===== config.mk =====
export PLATFORM = sky130hd
export DESIGN_NAME = trigger_delay_qualifier
export DESIGN_NICKNAME = d
export VERILOG_FILES = /design/src/trig_delay_pkg.sv /design/src/trigger_delay_qualifier.sv
export SDC_FILE = /design/constraint.sdc
export NUM_CORES = 1
export LEC_CHECK = 0
export BUFFER_PORTS_ARGS = -buffer_cell sky130_fd_sc_hd__buf_2
export CAP_MARGIN = 15
export CORE_MARGIN = 2
export CORE_UTILIZATION = 30
export CTS_BUF_LIST = sky130_fd_sc_hd__clkbuf_8
export CTS_CLUSTER_SIZE = 8
export DETAILED_ROUTE_END_ITERATION = 10
export RECOVER_POWER = 25
export SLEW_MARGIN = 20
export SYNTH_ARGS = -nofsm -noshare
export SYNTH_HDL_FRONTEND = slang
export SYNTH_SLANG_ARGS = --single-unit

===== constraint.sdc =====
create_clock -name ref_clk -period 10.2 [get_ports ref_clk]
set_input_delay 2.04 -clock ref_clk [delete_from_list [all_inputs] [get_ports ref_clk]]
set_output_delay 2.04 -clock ref_clk [all_outputs]
set_load 0.01 [all_outputs]

===== src/trig_delay_pkg.sv =====
// constants and types for the trigger delay qualifier
package trig_delay_pkg;

  // ---------------------------------------------------------------
  // widths
  // ---------------------------------------------------------------
  localparam int SRC_N = 32'h0000_0004;
  localparam int SRC_W = 32'h0000_0002;
  localparam int EVT_W = 32'h0000_0014;
  localparam int WAIT_W = 32'h0000_0020;
  localparam int DLY_W = 32'h0000_0040;
  localparam int STEP_W = 32'h0000_0020;

  // ---------------------------------------------------------------
  // clock and timing
  // ---------------------------------------------------------------
  localparam int unsigned CLK_HZ = 32'h017D_7840;
  localparam int unsigned NS_PER_S = 32'h3B9A_CA00;
  localparam int unsigned CLK_PERIOD_NS = NS_PER_S / CLK_HZ;
  localparam int unsigned AUTO_TIMEOUT_MS = 32'h0000_0032;
  localparam int unsigned MS_PER_S = 32'h0000_03E8;
  localparam int unsigned AUTO_TIMEOUT_CYCLES = AUTO_TIMEOUT_MS * (CLK_HZ / MS_PER_S);
  localparam int AUTO_W = 32'h0000_0018;

  // ---------------------------------------------------------------
  // trigger modes
  // ---------------------------------------------------------------
  typedef enum logic [1:0] {
    MODE_EDGE = 2'h0,
    MODE_EVENT = 2'h1,
    MODE_TIME = 2'h2
  } trig_mode_t;

  // ---------------------------------------------------------------
  // sweep speed codes and timebase delay limits, in ns
  // ---------------------------------------------------------------
  localparam logic [1:0] SPEED_500NS = 2'h0;
  localparam logic [1:0] SPEED_1S = 2'h1;
  localparam logic signed [63:0] LIM_POS_500NS = 64'h0000_0000_5F5E_1000;
  localparam logic signed [63:0] LIM_NEG_500NS = 64'h0000_0000_0BEB_C200;
  localparam logic signed [63:0] LIM_POS_1S = 64'h0002_21B2_62DD_8000;
  localparam logic signed [63:0] LIM_NEG_1S = 64'h0000_0002_540B_E400;
  localparam logic [63:0] DELAY_RESET = 64'h0000_0000_0000_0000;

endpackage


===== src/trigger_delay_qualifier.sv =====
// trigger delay qualifier: edge, event and time delayed triggers, timebase delay, auto sweep
// Summary of operation
// - event mode triggers on final counted edge
// - time mode waits, then triggers next edge
// - no requalify until wait interval elapsed
// - auto sweep starts after 50 ms silence
// - negative delay before trigger, positive after
// - timebase delay measured from generated trigger
// - out-of-range delay clamped and error flagged
// - delay limits depend on sweep speed
// - clockwise decreases delay, counterclockwise increases
`timescale 1ns/1ps
module trigger_delay_qualifier #(
  parameter int unsigned AUTO_TIMEOUT_CYCLES = trig_delay_pkg::AUTO_TIMEOUT_CYCLES
) (
  // clock and reset
  input wire logic ref_clk,
  input wire logic nrst,
  // conditioned trigger inputs
  input wire logic [trig_delay_pkg::SRC_N-1:0] trig_in,
  // trigger configuration
  input wire logic [1:0] trig_mode,
  input wire logic [trig_delay_pkg::SRC_W-1:0] qual_src,
  input wire logic qual_neg,
  input wire logic [trig_delay_pkg::SRC_W-1:0] edge_src,
  input wire logic edge_neg,
  input wire logic [trig_delay_pkg::EVT_W-1:0] event_count,
  input wire logic [trig_delay_pkg::WAIT_W-1:0] wait_cycles,
  input wire logic auto_sweep,
  // timebase delay control
  input wire logic [1:0] speed_sel,
  input wire logic signed [trig_delay_pkg::DLY_W-1:0] delay_req,
  input wire logic delay_load,
  input wire logic knob_step,
  input wire logic knob_cw,
  input wire logic [trig_delay_pkg::STEP_W-1:0] knob_step_ns,
  // results
  output logic trig_out,
  output logic sweep_start,
  output logic window_start,
  output logic window_pre,
  output logic signed [trig_delay_pkg::DLY_W-1:0] delay_value,
  output logic delay_err,
  output logic delay_busy
);

  typedef enum logic [3:0] {
    ST_ARM = 4'b0001,
    ST_COUNT = 4'b0010,
    ST_TIMING = 4'b0100,
    ST_FIRE = 4'b1000
  } state_t;

  // ---------------------------------------------------------------
  // input synchronisers and edge detect
  // ---------------------------------------------------------------
  logic [trig_delay_pkg::SRC_N-1:0] s1_q;
  logic [trig_delay_pkg::SRC_N-1:0] s2_q;
  logic [trig_delay_pkg::SRC_N-1:0] s3_q;
  logic [trig_delay_pkg::SRC_N-1:0] stable_q;
  logic [trig_delay_pkg::SRC_N-1:0] rise;
  logic [trig_delay_pkg::SRC_N-1:0] fall;

  always_ff @(posedge ref_clk) begin
    if (!nrst) begin
      s1_q <= '0;
      s2_q <= '0;
      s3_q <= '0;
    end else begin
      s1_q <= trig_in;
      s2_q <= s1_q;
      s3_q <= s2_q;
    end
  end

  genvar gi;
  generate
    for (gi = 0; gi < trig_delay_pkg::SRC_N; gi++) begin : g_edge
      // a level counts only once two stages agree
      always_ff @(posedge ref_clk) begin
        if (!nrst) begin
          stable_q[gi] <= 1'b0;
        end else if (s2_q[gi] == s3_q[gi]) begin
          stable_q[gi] <= s3_q[gi];
        end
      end
      assign rise[gi] = s2_q[gi] & s3_q[gi] & ~stable_q[gi];
      assign fall[gi] = ~s2_q[gi] & ~s3_q[gi] & stable_q[gi];
    end
  endgenerate

  logic qual_hit;
  logic edge_hit;
  assign qual_hit = qual_neg ? fall[qual_src] : rise[qual_src];
  assign edge_hit = edge_neg ? fall[edge_src] : rise[edge_src];

  // ---------------------------------------------------------------
  // trigger sequencer
  // ---------------------------------------------------------------
  state_t state_q;
  logic [1:0] mode_q;
  logic [trig_delay_pkg::EVT_W-1:0] cnt_q;
  logic [trig_delay_pkg::WAIT_W-1:0] wait_q;
  logic [trig_delay_pkg::EVT_W-1:0] count_last;
  logic wait_done;
  logic trig_fire;
  logic trig_out_q;

  // a zero count behaves as one
  assign count_last = (event_count == '0) ? '0 : event_count - 20'h0_0001;
  assign wait_done = (wait_q + 32'h0000_0001) >= wait_cycles;

  always_comb begin
    trig_fire = 1'b0;
    case (state_q)
      ST_ARM: trig_fire = (mode_q == trig_delay_pkg::MODE_EDGE) && edge_hit;
      ST_COUNT: trig_fire = edge_hit && (cnt_q == count_last);
      ST_FIRE: trig_fire = edge_hit;
      default: trig_fire = 1'b0;
    endcase
  end

  always_ff @(posedge ref_clk) begin
    if (!nrst) begin
      mode_q <= trig_delay_pkg::MODE_EDGE;
    end else begin
      mode_q <= trig_mode;
    end
  end

  always_ff @(posedge ref_clk) begin
    if (!nrst) begin
      state_q <= ST_ARM;
      cnt_q <= '0;
      wait_q <= '0;
    end else if (trig_mode != mode_q) begin
      state_q <= ST_ARM;
    end else begin
      case (state_q)
        ST_ARM: begin
          if (qual_hit && mode_q == trig_delay_pkg::MODE_EVENT) begin
            state_q <= ST_COUNT;
            cnt_q <= '0;
          end else if (qual_hit && mode_q == trig_delay_pkg::MODE_TIME) begin
            state_q <= ST_TIMING;
            wait_q <= '0;
          end
        end
        ST_COUNT: begin
          if (trig_fire) begin
            state_q <= ST_ARM;
          end else if (edge_hit) begin
            cnt_q <= cnt_q + 20'h0_0001;
          end
        end
        ST_TIMING: begin
          // qualifying edges are ignored until the wait is over
          wait_q <= wait_q + 32'h0000_0001;
          if (wait_done) begin
            state_q <= ST_FIRE;
          end
        end
        ST_FIRE: begin
          if (trig_fire) begin
            state_q <= ST_ARM;
          end
        end
        default: state_q <= ST_ARM;
      endcase
    end
  end

  always_ff @(posedge ref_clk) begin
    if (!nrst) begin
      trig_out_q <= 1'b0;
    end else begin
      trig_out_q <= trig_fire;
    end
  end

  assign trig_out = trig_out_q;
  assign delay_busy = (state_q != ST_ARM);

  // ---------------------------------------------------------------
  // sweep start and auto timeout
  // ---------------------------------------------------------------
  logic [trig_delay_pkg::AUTO_W-1:0] auto_cnt_q;
  logic auto_fire;
  logic sweep_q;

  assign auto_fire = auto_sweep &&
    (auto_cnt_q == trig_delay_pkg::AUTO_W'(AUTO_TIMEOUT_CYCLES - 1));

  always_ff @(posedge ref_clk) begin
    if (!nrst) begin
      auto_cnt_q <= '0;
    end else if (!auto_sweep || trig_fire || auto_fire) begin
      auto_cnt_q <= '0;
    end else begin
      auto_cnt_q <= auto_cnt_q + 24'h00_0001;
    end
  end

  always_ff @(posedge ref_clk) begin
    if (!nrst) begin
      sweep_q <= 1'b0;
    end else begin
      sweep_q <= trig_fire || auto_fire;
    end
  end

  assign sweep_start = sweep_q;

  // ---------------------------------------------------------------
  // timebase delay value with clamping
  // ---------------------------------------------------------------
  logic signed [trig_delay_pkg::DLY_W-1:0] delay_q;
  logic signed [trig_delay_pkg::DLY_W-1:0] delay_raw;
  logic signed [trig_delay_pkg::DLY_W-1:0] lim_pos;
  logic signed [trig_delay_pkg::DLY_W-1:0] lim_neg;
  logic signed [trig_delay_pkg::DLY_W-1:0] step_s;
  logic [1:0] speed_q;
  logic delay_upd;
  logic err_q;

  assign step_s = $signed({32'h0000_0000, knob_step_ns});
  assign delay_upd = delay_load || knob_step || (speed_sel != speed_q);

  always_comb begin
    if (speed_sel == trig_delay_pkg::SPEED_1S) begin
      lim_pos = trig_delay_pkg::LIM_POS_1S;
      lim_neg = trig_delay_pkg::LIM_NEG_1S;
    end else begin
      lim_pos = trig_delay_pkg::LIM_POS_500NS;
      lim_neg = trig_delay_pkg::LIM_NEG_500NS;
    end
  end

  always_comb begin
    if (delay_load) begin
      delay_raw = delay_req;
    end else if (knob_step && knob_cw) begin
      delay_raw = delay_q - step_s;
    end else if (knob_step) begin
      delay_raw = delay_q + step_s;
    end else begin
      delay_raw = delay_q;
    end
  end

  always_ff @(posedge ref_clk) begin
    if (!nrst) begin
      speed_q <= trig_delay_pkg::SPEED_500NS;
      delay_q <= trig_delay_pkg::DELAY_RESET;
      err_q <= 1'b0;
    end else begin
      speed_q <= speed_sel;
      if (delay_upd && delay_raw > lim_pos) begin
        delay_q <= lim_pos;
        err_q <= 1'b1;
      end else if (delay_upd && delay_raw < -lim_neg) begin
        delay_q <= -lim_neg;
        err_q <= 1'b1;
      end else if (delay_upd) begin
        delay_q <= delay_raw;
        err_q <= 1'b0;
      end
    end
  end

  assign delay_value = delay_q;
  assign delay_err = err_q;
  assign window_pre = delay_q[trig_delay_pkg::DLY_W-1];

  // ---------------------------------------------------------------
  // window start, referenced to the generated trigger
  // ---------------------------------------------------------------
  logic win_busy_q;
  logic win_q;
  logic signed [trig_delay_pkg::DLY_W-1:0] acc_q;
  logic signed [trig_delay_pkg::DLY_W-1:0] acc_nx;

  assign acc_nx = acc_q + 64'sh0000_0000_0000_0028;

  always_ff @(posedge ref_clk) begin
    if (!nrst) begin
      win_busy_q <= 1'b0;
      win_q <= 1'b0;
      acc_q <= '0;
    end else if (trig_fire) begin
      // non-positive delay: window opened at or before the trigger
      win_busy_q <= (delay_q > 0);
      win_q <= (delay_q <= 0);
      acc_q <= '0;
    end else if (win_busy_q) begin
      acc_q <= acc_nx;
      win_q <= (acc_nx >= delay_q);
      win_busy_q <= (acc_nx < delay_q);
    end else begin
      win_q <= 1'b0;
    end
  end

  assign window_start = win_q;
endmodule


==> impl_metrics.ini, run 1 <==
[critical_path]
cp.arrival_ns = 8.60
r2r_end = win_busy_q$_SDFF_PN0_
r2r_cells = 23
critPathMaxFanout = 17
r2r_slack_ns = 2.36
cp_slowest_stage_delay_ns = 0.74
crit_type = input pin to register
crit_path_top_delay_cell = o21ai_1
end_kind = register
crit_end = delay_value[30]$_SDFFE_PN0P_
cp-start-kind = input pin
cp.required_ns = 10.68
critPathMostFrequentCell = nor2_1
crit_start = knob_step_ns[1]
r2r-start = acc_q[3]$_SDFFE_PP0P_

[placement]
portBuffers = 237
gp_congestion = 1.02
hpwl_mm = 74.0
dp_slack_ns = 1.69

[grt]
antenna_found_initial = 7
grt_pass1_vias = 22500
grt_overflow = 0
grt_pass1_wl_mm = 140
grt_usage = 0.234
grt_max_degree = 62

[power_and_ir_drop]
power_frac_comb = 0.291
intPower_w = 0.00172
p_sw_frac = 0.381
p_leak_nw = 10.6
switching_power_w = 0.00106
clkPwrFrac = 0.356
irDropWorstVdd_mv = 0.0672
seqPwrFrac = 0.352
pwr_density_cell_nw_per_um2 = 110

[cts]
clkSinkCount = 230
cts_tree = done
clock_latency_ns = 0.62
cts_buffer_depth = 3
clk_pin_slew_ns = 0.06
post_cts_buffers = 0
cts_buffers = 43
cts_hold_buf = 0
htree_levels = 2
cts_root_buffer = clkbuf_8
postCtsResizedCells = 0

[yosys]
syn_area_um2 = 22500
synth.most_common_cell = nor2_1
synth_cell_type_count = 120
synth_edf_count = 0
synth_seq_area_share = 0.204
async_flop_share = 0
syn_area_per_cell_um2 = 7.45
synthCells = 3024
synthFlopType = dfxtp_1
syn_nets = 3388
synthTopCellsByCount = nor2_1 (357), nand2_1 (270), dfxtp_1 (230)
synth_top_cell_by_area = dfxtp_1
ys_ff_latch = 230
synth_area_leaders = dfxtp_1 (20%), ha_1 (11%), nor2_1 (6.0%)
ys_warn_count = 0
netlist.area_leader.share = 0.204

[route]
drtAntennaViolNets = 0
wl_per_cell_um = 22.4
drc = 0
vias = 23900
drt-total-wl_mm = 93.9
avgViaCountPerCell = 5.69
drtIter0Drc = 2236
dr.pass1.iters = 6

[outcome]
status = finished, violations left
violations = capacitance limit, slew limit

[die]
core_area_um2 = 74300
ios = 238
start_util = 0.303
dieArea_um2 = 77300
row_count = 100
die_w_um = 278
die_h_um = 278

[timing]
rsz0062_at_grt = false
relSlewSlack = -0.605
setup_tns_ns = 0
timing.fmax_mhz = 123
skew_ns = 0.0194
tightest_slew_ns = 2.41
finalWorstSetupSlack_ns = 2.07
drv_slew = 78
hold_ws_ns = 0.429
setup_viol = 0
fin_crit_ns = 8.13
finalCritPeriodShare = 0.797
hold_viol = 0

[cells_and_area]
final_nets = 3553
fillers = 8122
post-route-util = 0.340
area_growth_syn_to_layout_pct = 12.1
drive_gt1_frac = 0.114

[hold_path]
hp-class = register to register

[run]
cap_viol_max_count = 2
[registers in the layout, summed over array words and instances, names as in the netlist]
register      flops
sweep_start       1
wait_q           32
s1_q              4
s3_q              4
delay_err         1
state_q           4
s2_q              4
trig_out          1
win_busy_q        1
acc_q            61
delay_value      64
mode_q            2
cnt_q            20
speed_q           2
stable_q          4
window_start      1
auto_cnt_q       24
[metrics by stage]
step                total power (W)  cell area (um2)  cells
finish                      0.00279            25200   4194
global route                0.00291            25200   4194
CTS                         0.00279            25300   4191
detailed placement          0.00178            24400   4113
global placement            0.00178            24400   4113
floorplan                   0.00148            22500   3024
[cell type report]
cell class / instances / area (um2) / share of cell area
Clock inverter: 19 / 128 / 0.00505
Timing Repair Buffer: 271 / 1360 / 0.0537
Sequential cell: 230 / 4610 / 0.182
Clock buffer: 59 / 812 / 0.0322
Tap cell: 969 / 1210 / 0.0480
Inverter: 198 / 743 / 0.0294
Multi-Input combinational cell: 2445 / 16400 / 0.649
Antenna cell: 3 / 7.51 / 0.000297
[cell usage in the layout, fill, tap and decap left out, types with 100 or more instances in the layout]
cell and instances:
buf_2 186, nor2_1 356, nand3_1 113, xor2_1 141, dfxtp_1 229, inv_1 203
ha_1 194, a21oi_1 154, nor3_1 100, nand2_1 268, o21ai_0 122, xnor2_1 104
[cell families (layout without fill, tap and decap cells)]
| kind of cell | after synthesis | count (layout) | share of synthesized area |
|---|---|---|---|
| AO/OA/AOI/OAI | 722 | 722 | 0.226 |
| XOR/XNOR | 246 | 246 | 0.0963 |
| adder cells (fa/ha/maj) | 196 | 196 | 0.110 |
| buffers and inverters | 349 | 547 | 0.0689 |
| flip-flops | 230 | 230 | 0.204 |
| multiplexers | 30 | 30 | 0.0157 |
| other | 0 | 3 | 0 |
| AND/OR/NAND/NOR | 1251 | 1251 | 0.279 |
[worst max-delay path, delay by kind of cell]
family	cells	cell delay [ns]
buf+inv	4	0.72
compound gates	11	3.64
simple gates	8	1.30
fa+ha+maj	2	0.65
xor+xnor	1	0.15
mux	1	0.09
[power groups by stage]
stage	Sequential, W	Combinational (W)	Clock (W)
2_1_floorplan	0.000972	0.000512	0
3_3_place_gp	0.000998	0.000787	0
3_5_place_dp	0.000997	0.000785	0
4_1_cts	0.000977	0.000790	0.00102
5_1_grt	0.000981	0.000866	0.00106
6_report	0.000982	0.000812	0.000992
[metal layers]
metal,vias up,wire length (um),share of wire,GRT usage
met5,-,32,0.00034,0
met4,6,5070,0.054,0.112
met3,257,10200,0.11,0.0707
met2,1136,38400,0.41,0.347
met1,11200,40100,0.43,0.309
li1,11300,-,-,-
[how the worst min path moves through the flow]
stage | from | cells past startpoint | to
final | s1_q[3]$_SDFF_PN0_ | 1 | s2_q[3]$_SDFF_PN0_
after global routing | s1_q[3]$_SDFF_PN0_ | 1 | s2_q[3]$_SDFF_PN0_
after CTS | s1_q[3]$_SDFF_PN0_ | 1 | s2_q[3]$_SDFF_PN0_
after detailed placement | s1_q[3]$_SDFF_PN0_ | 1 | s2_q[3]$_SDFF_PN0_
after global placement | s1_q[3]$_SDFF_PN0_ | 1 | s2_q[3]$_SDFF_PN0_
after floorplan | s1_q[0]$_SDFF_PN0_ | 1 | s2_q[0]$_SDFF_PN0_
No activity file was read; power rests on OpenSTA's default activity.
==> run 2, diff against run 1 <==
Clock period 10.2 ns to 6.9 ns, I/O delays scaled along.
==> impl_metrics.ini, run 2 (synthesis gave the netlist of run 1 again) <==
[grt]
grt_max_degree = 53
grt_pass1_vias = 22700
grt_pass1_wl_mm = 141
antenna_found_initial = 7
grt_overflow = 0
grt_usage = 0.236

[cells_and_area]
final_nets = 3698
final_cell_mix = nor2_1 (356), nand2_1 (268), dfxtp_1 (229)
multiInputGateArea_um2 = 16400
final_common_cell = nor2_1
seq_area_um2 = 4610
area_growth_syn_to_layout_pct = 17.0
drive_gt1_frac = 0.153
finalNonFillerCells = 4339
largest_reg_flops = 64
fillers = 8004

[critical_path]
cp.required_ns = 7.37
r2r-start = acc_q[4]$_SDFFE_PP0P_
cp-start-kind = register
critPathMaxFanout = 5
crit_path_top_delay_cell = or4_1
end_kind = register
critPathMostFrequentCell = and3_1
crit_type = register to register
cp_slowest_stage_delay_ns = 0.64
crit_start = acc_q[4]$_SDFFE_PP0P_
cp.arrival_ns = 6.97

[timing]
hold_viol = 0
setup_tns_ns = 0
fin_crit_ns = 6.50
skew_ns = 0.0302
relSlewSlack = -0.200
finalCritPeriodShare = 0.942
timing.fmax_mhz = 154
hold_ws_ns = 0.433
setup_viol = 0
rsz0062_at_grt = false
tightest_slew_ns = 1.80
drv_slew = 30

[power_and_ir_drop]
p_total_w = 0.00422
p_leak_nw = 11.3
irDropWorstVdd_mv = 0.112
pwr_density_cell_nw_per_um2 = 160

[placement]
hpwl_mm = 77.2
portBuffers = 237
dp_cells = 4255
gp_congestion = 1.07

[die]
die_w_um = 278
core_area_um2 = 74300
dieArea_um2 = 77300
row_count = 100
ios = 238
die_h_um = 278
start_util = 0.303

[route]
wl_per_cell_um = 21.9
drc = 0
drtAntennaViolNets = 0
drtIter0Drc = 2369
drt-total-wl_mm = 95.0
vias = 24500
avgViaCountPerCell = 5.64
dr.pass1.iters = 5

[cts]
clkSinkCount = 230
cts_hold_buf = 0
htree_levels = 2
postCtsResizedCells = 0
clk_pin_slew_ns = 0.06
post_cts_buffers = 0
cts_buffers = 44
cts_root_buffer = clkbuf_8
cts_buffer_depth = 3
cts_tree = done
clock_latency_ns = 0.62

[run]
cap_viol_max_count = 1

[outcome]
status = finished, violations left
violations = capacitance limit, slew limit

[hold_path]
hp-class = register to register
hold_path.startpoint = s1_q[3]$_SDFF_PN0_
-- run 2: through the flow --
step | util | area, um2 | setup WS (ns)
6_report | 0.355 | 26300 | 0.397
3_5_place_dp | 0.342 | 25500 | -0.0828
2_1_floorplan | - | 22500 | 0.739
3_3_place_gp | 0.342 | 25500 | 0.0599
5_1_grt | 0.354 | 26300 | 0.00322
4_1_cts | 0.355 | 26400 | 0.415
-- run 2: area by class of cell --
class                   instances  area share
well taps                     969      0.0460
flip-flops and latches        230       0.175
repair buffers                415      0.0922
diodes                          4    0.000380
inverters                     198      0.0282
multi-input cells            2445       0.622
clock inverters                22     0.00736
clock buffers                  56      0.0293
-- run 2: per-layer routing --
metal  vias up  GRT usage  share of wire
li1      11500          -              -
met1     11600      0.319           0.43
met2      1131      0.359           0.43
met3       194     0.0602           0.10
met4         4     0.0906          0.041
met5         -          0        0.00024
-- run 2: power breakdown --
group / switching [W] / internal (W) / leakage (nW)
Combinational: 0.000846 / 0.000453 / 8.90
Clock: 0.000639 / 0.000847 / 0.529
Sequential: 0.0000764 / 0.00136 / 1.87
Total: 0.00156 / 0.00266 / 11.3
-- run 2: final timing paths --
check / depth (start not counted) / slack (ns) / endpoint
max reg2reg: 25 / 0.40 / win_busy_q$_SDFF_PN0_
min reg2reg: 1 / 0.43 / s2_q[3]$_SDFF_PN0_
min: 1 / 0.43 / s2_q[3]$_SDFF_PN0_
max: 25 / 0.40 / win_busy_q$_SDFF_PN0_
-- run 2: worst max-delay path: cells and delay by family, from the launching register on --
family          cells  cell delay (ns)
compound gates      3             0.56
xor+xnor            1             0.13
fa+ha+maj           2             0.54
buf+inv             2             0.37
flops               1             0.35
simple gates       17             4.40
==> run 3, diff against run 2 <==
Settings changed: GPL_TIMING_DRIVEN from default to 0.
==> impl_metrics.ini, run 3 (synthesis gave the netlist of run 1 again) <==
[power_and_ir_drop]
pwr_density_cell_nw_per_um2 = 160
power_frac_comb = 0.310
seqPwrFrac = 0.346
p_sw_frac = 0.384
irDropWorstVdd_mv = 0.111
p_total_w = 0.00420
switching_power_w = 0.00161
intPower_w = 0.00258
clkPwrFrac = 0.344
p_leak_nw = 10.9

[critical_path]
cp.required_ns = 7.41
critPathMaxFanout = 10
cp.arrival_ns = 7.40
cp_slowest_stage_delay_ns = 0.57
cp_top_family = compound AO/OA/AOI/OAI gates
crit_type = input pin to register
cp_num_buf_inv = 3
crit_path_top_delay_cell = a2111o_1
end_kind = register
cp-start-kind = input pin

[timing]
drv_slew = 0
skew_ns = 0.0296
fin_crit_ns = 6.88
setup_viol = 0
finalCritPeriodShare = 0.998
setup_tns_ns = 0
tightest_slew_ns = 1.27
hold_viol = 0
timing.fmax_mhz = 145
relSlewSlack = 0.151

[cells_and_area]
largest_reg_flops = 64
fillers = 8055
post-route-util = 0.352
final_common_cell = nor2_1
final_nets = 3676
finalNonFillerCells = 4312
final_cell_mix = nor2_1 (355), nand2_1 (270), dfxtp_1 (229)
multiInputGateArea_um2 = 16700
drive_gt1_frac = 0.134
seq_area_um2 = 4610
area_growth_syn_to_layout_pct = 16.2

[grt]
grt_pass1_wl_mm = 149
grt_overflow = 0
grt_pass1_vias = 23100
grt_usage = 0.254
grt_max_degree = 26
antenna_found_initial = 7

[route]
drtAntennaViolNets = 0
drt-total-wl_mm = 102
vias = 24800
drc = 0
avgViaCountPerCell = 5.76
drtIter0Drc = 2673
wl_per_cell_um = 23.6
dr.pass1.iters = 9

[cts]
htree_levels = 2
cts_buffer_depth = 3
cts_tree = done
cts_root_buffer = clkbuf_8
clk_pin_slew_ns = 0.06
cts_hold_buf = 0
clock_latency_ns = 0.62
cts_buffers = 42
clkSinkCount = 230

[hold_path]
hp-class = register to register

[die]
dieArea_um2 = 77300
core_area_um2 = 74300
die_w_um = 278
start_util = 0.303
row_count = 100
ios = 238
die_h_um = 278

[placement]
hpwl_mm = 82.0
gp_congestion = 1.02
portBuffers = 235
dp_cells = 4230

[outcome]
status = finished, final reports clean

[run]
cap_viol_max_count = 0
-- run 3: changes by cell type in the layout (fill, tap and decap cells not counted), sizes merged --
cell / previous run / this run
inv: 204 / 205
dlygate4sd3: 0 / 1
clkinv: 12 / 6
buf: 360 / 248
clkbuf: 111 / 199
clkinvlp: 1 / 2
-- run 3: final timing paths --
path / slack (ns) / depth (start not counted) / start / endpoint
hold / removal: 0.44 / 1 / s1_q[2]$_SDFF_PN0_ / s2_q[2]$_SDFF_PN0_
setup / recovery: 0.02 / 25 / knob_step_ns[0] / delay_value[35]$_SDFFE_PN0P_
setup reg to reg: 0.25 / 24 / delay_value[9]$_SDFFE_PN0P_ / delay_value[35]$_SDFFE_PN0P_
hold reg to reg: 0.44 / 1 / s1_q[2]$_SDFF_PN0_ / s2_q[2]$_SDFF_PN0_
-- run 3: layout make-up --
type | count | share of cell area
well taps | 969 | 0.0463
diodes | 4 | 0.000382
repair buffers | 246 | 0.0453
clock buffers | 53 | 0.0279
inverters | 198 | 0.0284
flip-flops and latches | 230 | 0.176
multi-input cells | 2445 | 0.638
plain buffers | 149 | 0.0308
clock inverters | 18 | 0.00641
-- run 3: stage by stage --
step / setup slack [ns] / hold slack (ns) / cell area (um2)
3_3_place_gp: -2.40 / 0.416 / 24900
3_5_place_dp: -2.38 / 0.426 / 24900
2_1_floorplan: 0.739 / 0.412 / 22500
5_1_grt: -0.0187 / 0.454 / 26200
4_1_cts: 0.0117 / 0.441 / 26000
6_report: 0.0165 / 0.437 / 26200
-- run 3: timing repair --
action,4_1_cts,5_1_grt
pin swaps,4,10
buffers inserted,3,6
endpoints found under the hold margin,0,0
setup endpoints to repair,53,52
gates resized for setup,28,53
-- run 3: power by group through the flow --
stage	registers [W]	logic [W]	clock network [W]
after global routing	0.00145	0.00138	0.00153
final	0.00145	0.00130	0.00144
after detailed placement	0.00147	0.00122	0
after floorplan	0.00144	0.000757	0
after CTS	0.00145	0.00124	0.00148
after global placement	0.00148	0.00122	0
-- run 3: routing by layer --
| layer | track usage | up-vias | routed length (um) |
|---|---|---|---|
| met2 | 0.387 | 1300 | 43100 |
| met1 | 0.341 | 11800 | 43000 |
| met4 | 0.102 | 4 | 4700 |
| met3 | 0.0619 | 236 | 10900 |
| li1 | - | 11500 | - |
| met5 | 0 | - | 27 |
